===== config.mk =====
export PLATFORM = sky130hd
export DESIGN_NAME = rlse_rx_events
export DESIGN_NICKNAME = d
export VERILOG_FILES = /design/src/core/rlse_pkg.sv /design/src/core/rlse_rx_events.sv
export SDC_FILE = /design/constraint.sdc
export NUM_CORES = 1
export LEC_CHECK = 0
export BUFFER_PORTS_ARGS = -buffer_cell sky130_fd_sc_hd__buf_2
export CORE_MARGIN = 2
export CORE_UTILIZATION = 45
export CTS_BUF_LIST = sky130_fd_sc_hd__clkbuf_4
export DETAILED_ROUTE_END_ITERATION = 16
export GPL_ROUTABILITY_DRIVEN = 0
export GPL_TIMING_DRIVEN = 0
export MAX_ROUTING_LAYER = met4
export PLACE_DENSITY = 0.71
export SYNTH_ARGS = -nofsm -noshare
export SYNTH_HDL_FRONTEND = slang
export SYNTH_SLANG_ARGS = --single-unit

===== constraint.sdc =====
create_clock -name CLK -period 5.88 [get_ports CLK]
set_input_delay 0.882 -clock CLK [delete_from_list [all_inputs] [get_ports CLK]]
set_output_delay 0.882 -clock CLK [all_outputs]
set_load 0.02 [all_outputs]

===== src/core/rlse_pkg.sv =====
// constants and register map of the receive latched event block
// Function
// - e1: 915 of 1000 bad codewords sets crc resync
// - e1: two bad cas words set cas resync
// - e1: three bad fas words set fas resync
// - ts16 under three zeros in 16 frames
// - ts16 all zeros over a multiframe
// - crc4 multiframe event, free 2 ms otherwise
// - align frame event every 250 us
// - status 3 conditions latch rising and falling edge bits
// - clock loss after one idle channel time
// - t1 spare and loop-down match programmed patterns
// - e1 distant mf alarm, two multiframes, edges
// - e1 v5.2 link detect and clear bits
// - elastic store full, empty and slip events
// - enabled channel signalling change sets event
// - one-second event from receive timing
// - timer event on interval or manual latch
// - multiframe event per mode boundary
// - fifo full stops packet, sets overrun
// - packet end and start events, read clears
// - watermark and not-empty rising edges latch
// - t1 rai-ci (esf only) and ais-ci gated by alarms
// - all packet event bits are latched
// - e1 status 2 has no realtime twin
package rlse_pkg;
  localparam int CLK_HZ = 20_000_000;
  // register indices; byte address is four times the index
  localparam logic [11:0] A_ST2E1 = 12'h091;
  localparam logic [11:0] A_ST3   = 12'h092;
  localparam logic [11:0] A_ST4   = 12'h093;
  localparam logic [11:0] A_STPKT = 12'h094;
  localparam logic [11:0] A_ST7   = 12'h096;
  localparam logic [11:0] A_CTRL  = 12'h0c0;
  localparam logic [11:0] A_SPARE = 12'h0c1;
  localparam logic [11:0] A_LDN   = 12'h0c2;
  localparam logic [11:0] A_SIGEN = 12'h0c3;
  localparam logic [11:0] A_HWM   = 12'h0c4;
  // control fields
  localparam int C_E1 = 0;
  localparam int C_ESF = 1;
  localparam int C_CRC4 = 2;
  localparam int C_CAS = 3;
  localparam int C_SHORT = 4;
  localparam int C_LATCH = 5;
  // reset values
  localparam logic [7:0] RST_ST = 8'h00;
  localparam logic [5:0] RST_CTRL = 6'h00;
  localparam logic [15:0] RST_PAT = 16'h0000;
  localparam logic [31:0] RST_SIGEN = 32'h00000000;
  localparam logic [6:0] RST_HWM = 7'h20;
  // detector figures
  localparam logic [9:0] CRC_WIN = 10'd1000;
  localparam logic [9:0] CRC_ERR = 10'd915;
  localparam logic [1:0] CAS_ERRS = 2'd2;
  localparam logic [1:0] FAS_ERRS = 2'd3;
  localparam logic [3:0] TS16_LAST = 4'd15;
  localparam logic [7:0] TS16_ZMIN = 8'd3;
  localparam logic [1:0] DMA_MFS = 2'd2;
  localparam int DMA_IDX = 2;
  localparam logic [6:0] FIFO_DEPTH = 7'd64;
  // timing: one channel time, longest time rounds down
  localparam int CH_T1_NS = 5180;
  localparam int CH_E1_NS = 3906;
  localparam logic [6:0] CH_T1_CYC = 7'(CH_T1_NS * (CLK_HZ / 1_000_000) / 1000);
  localparam logic [6:0] CH_E1_CYC = 7'(CH_E1_NS * (CLK_HZ / 1_000_000) / 1000);
  // timing in received frames of 125 us
  localparam int FRAME_US = 125;
  localparam int AF_US = 250;
  localparam int MF_E1_US = 2000;
  localparam int SEC_US = 1_000_000;
  localparam int T1_SHORT_US = 42000;
  localparam int E1_SHORT_US = 62500;
  localparam logic AF_LAST = 1'(AF_US / FRAME_US - 1);
  localparam logic [4:0] MF_LAST = 5'(MF_E1_US / FRAME_US - 1);
  localparam logic [12:0] SEC_LAST = 13'(SEC_US / FRAME_US - 1);
  localparam logic [12:0] T1S_LAST = 13'(T1_SHORT_US / FRAME_US - 1);
  localparam logic [12:0] E1S_LAST = 13'(E1_SHORT_US / FRAME_US - 1);
endpackage : rlse_pkg


===== src/core/rlse_rx_events.sv =====
// receive latched event registers behind an ahb-lite slave
`timescale 1ns/1ps
`default_nettype none
module rlse_rx_events
  import rlse_pkg::*;
(
  // clock and reset
  input  wire logic        CLK,
  input  wire logic        RST_N,
  // ahb-lite slave
  input  wire logic        HSEL,
  input  wire logic [31:0] HADDR,
  input  wire logic [1:0]  HTRANS,
  input  wire logic        HWRITE,
  input  wire logic [2:0]  HSIZE,
  input  wire logic [31:0] HWDATA,
  input  wire logic        HREADY,
  output logic      [31:0] HRDATA,
  output logic             HREADYOUT,
  output logic             HRESP,
  // recovered receive clock pin, asynchronous
  input  wire logic        RCLK_PIN,
  // framer timing strobes
  input  wire logic        FRAME_TICK,
  input  wire logic        CRC4_MF_START,
  input  wire logic        CAS_MF_START,
  input  wire logic        T1_MF_START,
  // e1 alignment checks
  input  wire logic        CRC_CW_TICK,
  input  wire logic        CRC_CW_ERR,
  input  wire logic        CAS_MFAW_TICK,
  input  wire logic        CAS_MFAW_ERR,
  input  wire logic        FAS_TICK,
  input  wire logic        FAS_ERR,
  // timeslot 16 capture
  input  wire logic        TS16_VALID,
  input  wire logic        TS16_FRAME0,
  input  wire logic [7:0]  TS16_BYTE,
  // received data and line codes
  input  wire logic        RX_BYTE_VALID,
  input  wire logic [7:0]  RX_BYTE,
  input  wire logic        LOOP_UP_CODE_MATCH,
  input  wire logic        V52_LINK_ID,
  // elastic store and signalling
  input  wire logic        ES_FULL,
  input  wire logic        ES_EMPTY,
  input  wire logic [31:0] SIG_CHANGE,
  // packet receiver
  input  wire logic        PKT_FIFO_WR,
  input  wire logic [6:0]  PKT_FIFO_LEVEL,
  input  wire logic        PKT_OPEN_BYTE,
  input  wire logic        PKT_END,
  input  wire logic        PKT_START,
  output logic             PKT_STOP,
  // alarm pattern detectors
  input  wire logic        RAI_PRESENT,
  input  wire logic        RAI_CI_DET,
  input  wire logic        AIS_PRESENT,
  input  wire logic        AIS_CI_DET,
  // realtime condition out
  output logic             RX_CLOCK_LOSS
);
  typedef enum logic {BUS_IDLE, BUS_WAIT} rlse_bus_t;

  rlse_bus_t   bus_state;
  logic [11:0] dph_idx;
  logic        dph_write;
  logic        rd_go, wr_go;
  logic [5:0]  ctrl;
  logic [15:0] spare_code_pattern, loop_down_pattern;
  logic [31:0] sig_change_enable;
  logic [6:0]  packet_fifo_control;
  logic [7:0]  st2e1, st3t1, st3e1, st4, stpkt, st7t1;
  logic [31:0] rd_mux;
  logic        e1;

  assign e1 = ctrl[C_E1];
  assign HRESP = 1'b0;
  // wait state lets read data leave a flop
  assign HREADYOUT = (bus_state != BUS_WAIT);
  assign rd_go = (bus_state == BUS_WAIT) && !dph_write;
  assign wr_go = (bus_state == BUS_WAIT) && dph_write;

  // read-clear with a new event winning over the clear
  function automatic logic [7:0] f_latch(input logic [7:0] old, input logic [7:0] set,
                                         input logic clr);
    f_latch = (old & ~{8{clr}}) | set;
  endfunction : f_latch

  function automatic logic [7:0] f_zeros(input logic [7:0] b);
    f_zeros = 8'h00;
    for (int i = 0; i < 8; i++) begin
      f_zeros = f_zeros + {7'h00, ~b[i]};
    end
  endfunction : f_zeros

  // bus phase tracking
  always_ff @(posedge CLK) begin
    if (!RST_N) begin
      bus_state <= BUS_IDLE;
      dph_idx   <= 12'h000;
      dph_write <= 1'b0;
    end else begin
      case (bus_state)
        BUS_IDLE: begin
          if (HSEL && HTRANS[1] && HREADY) begin
            bus_state <= BUS_WAIT;
            dph_idx   <= HADDR[13:2];
            dph_write <= HWRITE;
          end
        end
        BUS_WAIT: bus_state <= BUS_IDLE;
        default:  bus_state <= BUS_IDLE;
      endcase
    end
  end

  // read decode; unmapped words read zero
  always_comb begin
    rd_mux = 32'h00000000;
    if (dph_idx == A_ST2E1) begin
      rd_mux[7:0] = st2e1;
    end else if (dph_idx == A_ST3) begin
      rd_mux[7:0] = e1 ? st3e1 : st3t1;
    end else if (dph_idx == A_ST4) begin
      rd_mux[7:0] = st4;
    end else if (dph_idx == A_STPKT) begin
      rd_mux[7:0] = stpkt;
    end else if (dph_idx == A_ST7) begin
      rd_mux[7:0] = e1 ? 8'h00 : st7t1;
    end else if (dph_idx == A_CTRL) begin
      rd_mux[5:0] = ctrl;
    end else if (dph_idx == A_SPARE) begin
      rd_mux[15:0] = spare_code_pattern;
    end else if (dph_idx == A_LDN) begin
      rd_mux[15:0] = loop_down_pattern;
    end else if (dph_idx == A_SIGEN) begin
      rd_mux = sig_change_enable;
    end else if (dph_idx == A_HWM) begin
      rd_mux[6:0] = packet_fifo_control;
    end
  end

  always_ff @(posedge CLK) begin
    if (!RST_N) begin
      HRDATA <= 32'h00000000;
    end else if (rd_go) begin
      HRDATA <= rd_mux;
    end
  end

  // software written configuration; the latch bit never stores
  always_ff @(posedge CLK) begin
    if (!RST_N) begin
      ctrl                <= RST_CTRL;
      spare_code_pattern  <= RST_PAT;
      loop_down_pattern   <= RST_PAT;
      sig_change_enable   <= RST_SIGEN;
      packet_fifo_control <= RST_HWM;
    end else if (wr_go) begin
      if (dph_idx == A_CTRL) begin
        ctrl <= HWDATA[5:0] & ~(6'h01 << C_LATCH);
      end else if (dph_idx == A_SPARE) begin
        spare_code_pattern <= HWDATA[15:0];
      end else if (dph_idx == A_LDN) begin
        loop_down_pattern <= HWDATA[15:0];
      end else if (dph_idx == A_SIGEN) begin
        sig_change_enable <= HWDATA;
      end else if (dph_idx == A_HWM) begin
        packet_fifo_control <= HWDATA[6:0];
      end
    end
  end

  // receive clock pin: three flops; a new level counts once flops two and three agree
  logic       rclk_s1, rclk_s2, rclk_s3, rclk_f;
  logic [6:0] idle_cnt, idle_lim;
  assign idle_lim = e1 ? CH_E1_CYC : CH_T1_CYC;
  always_ff @(posedge CLK) begin
    if (!RST_N) begin
      rclk_s1 <= 1'b0;
      rclk_s2 <= 1'b0;
      rclk_s3 <= 1'b0;
      rclk_f <= 1'b0;
      idle_cnt <= 7'h00;
      RX_CLOCK_LOSS <= 1'b0;
    end else begin
      rclk_s1 <= RCLK_PIN;
      rclk_s2 <= rclk_s1;
      rclk_s3 <= rclk_s2;
      if (rclk_s2 == rclk_s3 && rclk_s3 != rclk_f) begin // one-sample glitches never count
        rclk_f <= rclk_s3;
        idle_cnt <= 7'h00;
        RX_CLOCK_LOSS <= 1'b0;
      end else if (idle_cnt == idle_lim) begin
        RX_CLOCK_LOSS <= 1'b1;
      end else begin
        idle_cnt <= idle_cnt + 7'h01;
      end
    end
  end

  // frame based interval counters
  logic        af_cnt;
  logic [4:0]  mf_cnt;
  logic [12:0] sec_cnt, tmr_cnt, tmr_lim;
  logic        ev_af, ev_freemf, ev_sec, ev_tmr;
  assign tmr_lim = !ctrl[C_SHORT] ? SEC_LAST : (e1 ? E1S_LAST : T1S_LAST);
  assign ev_af = FRAME_TICK && (af_cnt == AF_LAST);
  assign ev_freemf = FRAME_TICK && (mf_cnt == MF_LAST);
  assign ev_sec = FRAME_TICK && (sec_cnt == SEC_LAST);
  assign ev_tmr = (FRAME_TICK && (tmr_cnt >= tmr_lim)) ||
                  (wr_go && dph_idx == A_CTRL && HWDATA[C_LATCH]);
  always_ff @(posedge CLK) begin
    if (!RST_N) begin
      af_cnt <= 1'b0;
      mf_cnt <= 5'h00;
      sec_cnt <= 13'h0000;
      tmr_cnt <= 13'h0000;
    end else if (FRAME_TICK) begin
      af_cnt <= ev_af ? 1'b0 : ~af_cnt;
      mf_cnt <= ev_freemf ? 5'h00 : mf_cnt + 5'h01;
      sec_cnt <= ev_sec ? 13'h0000 : sec_cnt + 13'h0001;
      tmr_cnt <= (tmr_cnt >= tmr_lim) ? 13'h0000 : tmr_cnt + 13'h0001;
    end
  end

  // e1 resync criteria
  logic [9:0] crc_cnt, crc_errs;
  logic [1:0] cas_run, fas_run;
  logic       crc_hit, cas_hit, fas_hit;
  assign crc_hit = CRC_CW_TICK && (crc_cnt == CRC_WIN - 10'd1) &&
                   ((crc_errs + {9'h000, CRC_CW_ERR}) >= CRC_ERR);
  assign cas_hit = CAS_MFAW_TICK && CAS_MFAW_ERR && (cas_run == CAS_ERRS - 2'd1);
  assign fas_hit = FAS_TICK && FAS_ERR && (fas_run == FAS_ERRS - 2'd1);
  always_ff @(posedge CLK) begin
    if (!RST_N) begin
      crc_cnt <= 10'h000;
      crc_errs <= 10'h000;
      cas_run <= 2'd0;
      fas_run <= 2'd0;
    end else begin
      if (CRC_CW_TICK) begin
        crc_cnt <= (crc_cnt == CRC_WIN - 10'd1) ? 10'h000 : crc_cnt + 10'h001;
        crc_errs <= (crc_cnt == CRC_WIN - 10'd1) ? 10'h000 : crc_errs + {9'h000, CRC_CW_ERR};
      end
      if (CAS_MFAW_TICK) begin
        cas_run <= (!CAS_MFAW_ERR || cas_hit) ? 2'd0 : cas_run + 2'd1;
      end
      if (FAS_TICK) begin
        fas_run <= (!FAS_ERR || fas_hit) ? 2'd0 : fas_run + 2'd1;
      end
    end
  end

  // timeslot 16 windows of 16 frames, restarted at frame 0
  logic [3:0] ts_cnt;
  logic [7:0] ts_zeros, ts_or, ts_zsum;
  logic [1:0] dma_run;
  logic       ts_end, ev_a1, ev_a0;
  assign ts_zsum = ts_zeros + f_zeros(TS16_BYTE);
  assign ts_end = TS16_VALID && (ts_cnt == TS16_LAST);
  assign ev_a1 = ts_end && (ts_zsum < TS16_ZMIN);
  assign ev_a0 = ts_end && ((ts_or | TS16_BYTE) == 8'h00);
  always_ff @(posedge CLK) begin
    if (!RST_N) begin
      ts_cnt <= 4'h0;
      ts_zeros <= 8'h00;
      ts_or <= 8'h00;
      dma_run <= 2'd0;
    end else if (TS16_VALID) begin
      // ccs mode does not gate the alarm detectors
      if (ts_end || (TS16_FRAME0 && ts_cnt != 4'h0)) begin
        ts_cnt <= TS16_FRAME0 ? 4'h1 : 4'h0;
        ts_zeros <= TS16_FRAME0 ? f_zeros(TS16_BYTE) : 8'h00;
        ts_or <= TS16_FRAME0 ? TS16_BYTE : 8'h00;
      end else begin
        ts_cnt <= ts_cnt + 4'h1;
        ts_zeros <= ts_zsum;
        ts_or <= ts_or | TS16_BYTE;
      end
      if (TS16_FRAME0) begin
        dma_run <= !TS16_BYTE[DMA_IDX] ? 2'd0 :
                   (dma_run == DMA_MFS) ? DMA_MFS : dma_run + 2'd1;
      end
    end
  end

  // t1 code match over the last two received bytes
  logic [7:0] rx_prev;
  logic       spare_code_match, loop_down_code_match;
  always_ff @(posedge CLK) begin
    if (!RST_N) begin
      rx_prev <= 8'h00;
      spare_code_match <= 1'b0;
      loop_down_code_match <= 1'b0;
    end else if (RX_BYTE_VALID) begin
      rx_prev <= RX_BYTE;
      spare_code_match <= !e1 && ({rx_prev, RX_BYTE} == spare_code_pattern);
      loop_down_code_match <= !e1 && ({rx_prev, RX_BYTE} == loop_down_pattern);
    end
  end

  // realtime conditions and their edges
  logic [7:0] cond, cond_q, rise, fall;
  assign cond = {PKT_FIFO_LEVEL != 7'h00, PKT_FIFO_LEVEL > packet_fifo_control,
                 dma_run == DMA_MFS, V52_LINK_ID, LOOP_UP_CODE_MATCH,
                 loop_down_code_match, spare_code_match, RX_CLOCK_LOSS};
  always_ff @(posedge CLK) begin
    if (!RST_N) begin
      cond_q <= 8'h00;
    end else begin
      cond_q <= cond;
    end
  end
  for (genvar g = 0; g < 8; g++) begin : g_edge
    assign rise[g] = cond[g] && !cond_q[g];
    assign fall[g] = !cond[g] && cond_q[g];
  end

  // packet receiver stop on overrun until the next packet start
  logic ovr;
  assign ovr = PKT_FIFO_WR && (PKT_FIFO_LEVEL >= FIFO_DEPTH);
  always_ff @(posedge CLK) begin
    if (!RST_N) begin
      PKT_STOP <= 1'b0;
    end else if (ovr) begin
      PKT_STOP <= 1'b1;
    end else if (PKT_START) begin
      PKT_STOP <= 1'b0;
    end
  end

  // event sources per register
  logic [7:0] set2, set3t, set3e, set4, setp, set7;
  logic       ev_crc4mf, ev_rmf, ev_sig;
  assign ev_crc4mf = ctrl[C_CRC4] ? CRC4_MF_START : ev_freemf;
  assign ev_rmf = e1 ? (ctrl[C_CAS] ? CAS_MF_START : ev_freemf) : T1_MF_START;
  assign ev_sig = |(SIG_CHANGE & sig_change_enable);
  assign set2 = {8{e1}} & {1'b0, crc_hit, cas_hit, fas_hit, ev_a1, ev_a0, ev_crc4mf, ev_af};
  assign set3t = {8{!e1}} & {fall[0], fall[1], fall[2], fall[3],
                             rise[0], rise[1], rise[2], rise[3]};
  assign set3e = {8{e1}} & {fall[0], 1'b0, fall[4], fall[5],
                            rise[0], 1'b0, rise[4], rise[5]};
  assign set4 = {ES_FULL, ES_EMPTY, ES_FULL || ES_EMPTY, 1'b0,
                 ev_sig, ev_sec, ev_tmr, ev_rmf};
  assign setp = {2'b00, ovr, PKT_OPEN_BYTE, PKT_END || ovr, PKT_START,
                 rise[6], rise[7]};
  assign set7 = {2'b00, !e1 && ctrl[C_ESF] && RAI_PRESENT && RAI_CI_DET,
                 !e1 && AIS_PRESENT && AIS_CI_DET, 4'h0};

  // latched status, cleared by the read that returns them
  always_ff @(posedge CLK) begin
    if (!RST_N) begin
      st2e1 <= RST_ST;
      st3t1 <= RST_ST;
      st3e1 <= RST_ST;
      st4 <= RST_ST;
      stpkt <= RST_ST;
      st7t1 <= RST_ST;
    end else begin
      st2e1 <= f_latch(st2e1, set2, rd_go && dph_idx == A_ST2E1);
      st3t1 <= f_latch(st3t1, set3t, rd_go && dph_idx == A_ST3 && !e1);
      st3e1 <= f_latch(st3e1, set3e, rd_go && dph_idx == A_ST3 && e1);
      st4 <= f_latch(st4, set4, rd_go && dph_idx == A_ST4);
      stpkt <= f_latch(stpkt, setp, rd_go && dph_idx == A_STPKT);
      st7t1 <= f_latch(st7t1, set7, rd_go && dph_idx == A_ST7 && !e1);
    end
  end
endmodule : rlse_rx_events
`default_nettype wire


==> results.toml, run 1 <==
[min_path]
hp-class = "input pin to flip-flop"

[routing]
drc_errors = 0
wl_per_cell_um = 17.6
drt_pre_antenna_iters = 6
antenna_left = 0
vias_per_cell = 5.53
drtIter0Drc = 1019
vias = 12300
wl_mm = 39.2

[layout]
fill_cells = 2797
layout.nets = 1986
final_common_cell = "dfxtp_1"
layout-drive-gt1-share = 0.189
stdcell_area_sq_um = 15800
syn2layout_area_growth_pct = 17.5
layout_common_cells = "dfxtp_1, nand2_1, buf_2"
final_util = 0.536

[sta]
skew_ns = 0.0750
post-route-period-util = 0.728
min_period_ns = 4.28
rsz0062_at_grt = "no"
hold_viol = 0
final.setup.tns_ns = 0
fmax_ghz = 0.234
setup_viol = 0
tightest_slew_ns = 0.816
maxSlewViolCount = 0
slew_headroom = 0.456

[place]
hpwl_mm = 29.4
dpl-instance-area_sq_um = 14800
io_buffers = 164

[power_and_ir_drop]
ir_drop_mv = 0.267
power_frac_comb = 0.090
power.share.switching = 0.261
p_int_w = 0.00312
leakage_nw = 6.45
fin_total_pwr_w = 0.00423
power.density_nw_per_um2 = 267
p_clk_frac = 0.447
seqPwrFrac = 0.463
p_switching_w = 0.00110

[global_routing]
gr-total-overflow = 0
antenna_found_initial = 1
grt_pass1_wl_mm = 61.0
grt_max_degree = 14
grt_pass1_vias = 11900
track_usage = 0.253

[synthesis]
synth_edf_count = 0
synth_xor_area_frac = 0.0513
synthMuxAreaShare = 0.0327
async_reset_ff_frac = 0
syn_area_sq_um = 13500
netlist.area_leader.share = 0.414
ys.flop_type = "dfxtp_1"
yosys.area_share.adder = 0.0427
syn_avg_cell_area_sq_um = 8.72
synth_top_family_by_area = "simple AND/OR/NAND/NOR gates"
yosysWarnings = 0
ys_types = 81
synth_compound_area_frac = 0.182
synth_area_leader_cell = "dfxtp_1"
yosysSeqAreaShare = 0.414
syn-num-nets = 1743
synthTopCellsByArea = "dfxtp_1, nand2_1, a21boi_0"
synth_seq_cells = 279
synth-simple-area-share = 0.234
postSynthCellCount = 1545

[critical_path]
crit_type = "input pin to flip-flop"
arrival_ns = 4.88
cp.required_ns = 6.48
worstPathMaxFanout = 6
cp-start-kind = "input pin"
end_kind = "flip-flop"

[clock_tree]
cts_resized = 0
clock_sinks = 279
tritoncts = "yes"
clk_pin_slew_ns = 0.06
clk_root_buffer_cell = "clkbuf_4"
clock_latency_ns = 0.73
cts_buffer_depth = 3
post_cts_buffers = 0
hold_buffers = 0
h-tree-depth = 3
numCtsBuffers = 77

[floorplanning]
rows = 63
die_h_um = 177
core_sq_um = 29600
die_w_um = 177
die_area_sq_um = 31400
start_util = 0.456
io_pins = 191

[job]
cap_viol_max_count = 0

[outcome]
outcome = "finished, final reports clean"
[layer usage]
metal / track usage / vias to the layer above / wire (um)
li1: - / 5963 / -
met5: - / - / 0
met2: 0.402 / 459 / 18200
met1: 0.315 / 5810 / 16900
met3: 0.0475 / 109 / 2750
met4: 0.109 / 0 / 1290
[logic make-up after synthesis]
kind of cell    count (synthesis)
flops                         279
other cells                     1
simple gates                  629
fa+ha+maj                      43
xor+xnor                       79
mux                            42
buf+inv                       136
compound gates                336
[worst max-delay path: stages]
cell and delay, ns:
buf_2 0.12, fa_1 0.53, inv_1 0.05, fa_1 0.52, fa_1 0.42, ha_1 0.22, fa_1 0.53, inv_1 0.07
fa_1 0.42, nand2b_1 0.15, a21oi_1 0.37, nand3_1 0.12, or3_1 0.31, a21boi_0 0.15
[layout make-up]
type	count	area, sq um	area share
flip-flops and latches	279	5590	0.353
plain buffers	87	389	0.0246
inverters	49	184	0.0116
multi-input cells	1130	7320	0.462
repair buffers	164	821	0.0518
clock buffers	109	818	0.0517
diodes	1	2.50	0.000158
well taps	390	488	0.0308
clock inverters	24	223	0.0141
[cells in the mapped netlist, types with 32 or more instances]
library cell and number:
nor2_1 91, a22o_1 32, a21oi_1 34, inv_1 49, o21ai_0 34, a21boi_0 87, ha_1 38, clkbuf_1 58
nand3_1 38, xor2_1 51, nand2_1 263, dfxtp_1 279, nor2b_1 60
[state kept, by name, summed over array words and instances (netlist names), 7 cells and up]
register / count
loop_down_pattern: 16
crc_cnt: 10
cond_q: 8
ts_zeros: 8
packet_fifo_control: 7
st4: 8
stpkt: 8
crc_errs: 10
HRDATA: 32
st3t1: 8
dph_idx: 12
tmr_cnt: 13
spare_code_pattern: 16
ts_or: 8
sec_cnt: 13
idle_cnt: 7
sig_change_enable: 32
st3e1: 8
rx_prev: 8
st2e1: 8
st7t1: 8
[through the flow]
step / setup slack, ns / std cells / hold slack [ns]
after floorplan: 1.28 / 1545 / 0.412
after global placement: 0.975 / 2099 / 0.416
after detailed placement: 0.930 / 2099 / 0.422
after CTS: 1.63 / 2232 / 0.375
after global routing: 1.43 / 2233 / 0.372
final: 1.60 / 2233 / 0.399
[worst paths after layout]
check / from / to / slack [ns] / depth (start not counted)
max: TS16_BYTE[0] / ts_zeros[6] / 1.60 / 14
min: HWDATA[18] / sig_change_enable[18] / 0.40 / 3
max reg2reg: ctrl[0] / tmr_cnt[10] / 1.75 / 11
min reg2reg: rclk_s1 / rclk_s2 / 0.43 / 1
[power groups by stage]
stage,Clock [W],Combinational (W),Sequential [W]
floorplan,0,0.000238,0.00199
global placement,0,0.000367,0.00200
finish,0.00189,0.000382,0.00196
detailed placement,0,0.000376,0.00200
CTS,0.00192,0.000379,0.00196
global route,0.00203,0.000427,0.00196
No activity file was read; power rests on OpenSTA's default activity.
==> run 2, diff against run 1 <==
PLACE_DENSITY = 0.74   (was 0.71)
clock period = 3.5 ns   (was 5.88 ns; I/O delays follow)
==> results.toml, run 2 (synthesized netlist as in run 1, its figures left out) <==
[critical_path]
end_kind = "flip-flop"
cp_common_cell = "fa_1"
worstPathMaxFanout = 3
cp_cell_sequence = "buf_8 > fa_1 > inv_2 > fa_1 > fa_1 > ha_4 > fa_2 > xor2_4 > ha_4 > nand3_2 > o211ai_1 > and3_4 > a221oi_2 > o41ai_2"
cp_slowest_cell = "fa_1"
reg2reg_from = "ctrl[0]"
cp-start-kind = "input pin"
crit_end = "st2e1[3]"
rrSetupSlack_ns = 0.31
r2r_end = "tmr_cnt[6]"
cp.required_ns = 4.14
r2r_cells = 10
startpoint = "TS16_BYTE[0]"
crit_type = "input pin to flip-flop"
arrival_ns = 4.21
cpPeakStageDelay_ns = 0.54

[clock_tree]
cts_buffer_depth = 3
clock_sinks = 279
numCtsBuffers = 75
h-tree-depth = 3
tritoncts = "yes"
clk_root_buffer_cell = "clkbuf_4"
clock_latency_ns = 0.74
clk_pin_slew_ns = 0.06

[routing]
vias_per_cell = 5.59
drt_pre_antenna_iters = 7
drc_errors = 0
met3_length_mm = 2.83
vias = 12500
drt-met1-wl_mm = 16.8
drtIter0Drc = 988
antenna_left = 0
dr.max_layer_used = "met4"
dr_wl_met2_mm = 18.2
wl_per_cell_um = 17.7
wl_mm = 39.6

[floorplanning]
rows = 63
die_w_um = 177
start_util = 0.456
die_h_um = 177
core_sq_um = 29600
io_pins = 191
die_area_sq_um = 31400

[power_and_ir_drop]
fin_total_pwr_w = 0.00694
ir_drop_mv = 0.220
power.density_nw_per_um2 = 435
leakage_nw = 6.49

[layout]
final_common_cell = "dfxtp_1"
layout-drive-gt1-share = 0.205
layout.nets = 1990
layout_common_cells = "dfxtp_1, nand2_1, buf_2"
fill_cells = 2773
final_util = 0.540
syn2layout_area_growth_pct = 18.4
reg_top3 = "HRDATA: 32 flops, sig_change_enable: 32 flops"
layoutNonFillerInstCount = 2237

[global_routing]
grt_pass1_vias = 12100
antenna_found_initial = 2
grt_max_degree = 20
gr-total-overflow = 0
grt_pass1_wl_mm = 61.3
track_usage = 0.253

[sta]
min_period_ns = 3.57
setup_slack_ns = -0.0740
rsz0062_at_grt = "yes"
tightest_slew_ns = 0.875
hold_viol = 0
slew_headroom = 0.408
maxSlewViolCount = 0
final.setup.tns_ns = -0.131
skew_ns = 0.0677
setup_viol = 3
fmax_ghz = 0.280
post-route-period-util = 1.02

[place]
hpwl_mm = 29.6
io_buffers = 164
post-place-cells = 2099

[job]
cap_viol_max_count = 0

[min_path]
hp-start = "HWDATA[18]"
hp-class = "input pin to flip-flop"

[outcome]
outcome = "finished with violations"
violations = "negative setup slack"
-- run 2: how the worst min path moves through the flow --
stage	to	cells after the start
after floorplan	rclk_s2	1
after global placement	rclk_s2	1
after detailed placement	HRDATA[2]	2
after CTS	sig_change_enable[16]	3
after global routing	sig_change_enable[16]	3
final	sig_change_enable[18]	3
-- run 2: per-layer routing --
| layer | track usage | up-vias |
|---|---|---|
| met3 | 0.0526 | 141 |
| met1 | 0.310 | 5900 |
| li1 | - | 5970 |
| met5 | - | - |
| met4 | 0.120 | 0 |
| met2 | 0.399 | 499 |
-- run 2: report_power, final --
group / switching, W / total [W] / internal (W) / leakage [nW]
Combinational: 0.000428 / 0.000753 / 0.000325 / 3.65
Clock: 0.00137 / 0.00289 / 0.00153 / 0.573
Sequential: 0.0000522 / 0.00329 / 0.00324 / 2.26
Total: 0.00185 / 0.00694 / 0.00509 / 6.49
-- run 2: layout make-up --
class | count | area [sq um] | area share
plain buffers | 86 | 389 | 0.0244
clock buffers | 117 | 878 | 0.0551
inverters | 49 | 184 | 0.0115
repair buffers | 171 | 888 | 0.0557
multi-input cells | 1130 | 7460 | 0.467
flip-flops and latches | 279 | 5590 | 0.350
diodes | 1 | 2.50 | 0.000157
well taps | 390 | 488 | 0.0306
clock inverters | 14 | 82.6 | 0.00518
-- run 2: repair_timing --
action / in CTS / in global routing
buffers inserted: 2 / 4
endpoints found under the hold margin: 1 / 0
hold buffers: 1 / 0
cloned: 0 / 0
endpoints found under the setup margin: 17 / 14
pin swaps: 3 / 12
resized for setup: 4 / 22
-- run 2: worst max-delay path, delay by kind of cell --
family	cells	cell delay, ns
AOI/OAI and AO/OA	3	0.68
xor gates and xnor gates	1	0.18
buffers and inverters	2	0.14
and+or+nand+nor	2	0.32
adders and majority gates	6	2.37
-- run 2: through the flow --
stage | area [sq um] | hold WS, ns | worst slack [ns]
3_5_place_dp | 14800 | 0.439 | -0.963
5_1_grt | 16000 | 0.0103 | -0.145
3_3_place_gp | 14800 | 0.423 | -0.927
4_1_cts | 15800 | 0.0124 | 0.0160
6_report | 16000 | 0.0482 | -0.0740
2_1_floorplan | 13500 | 0.412 | -0.560
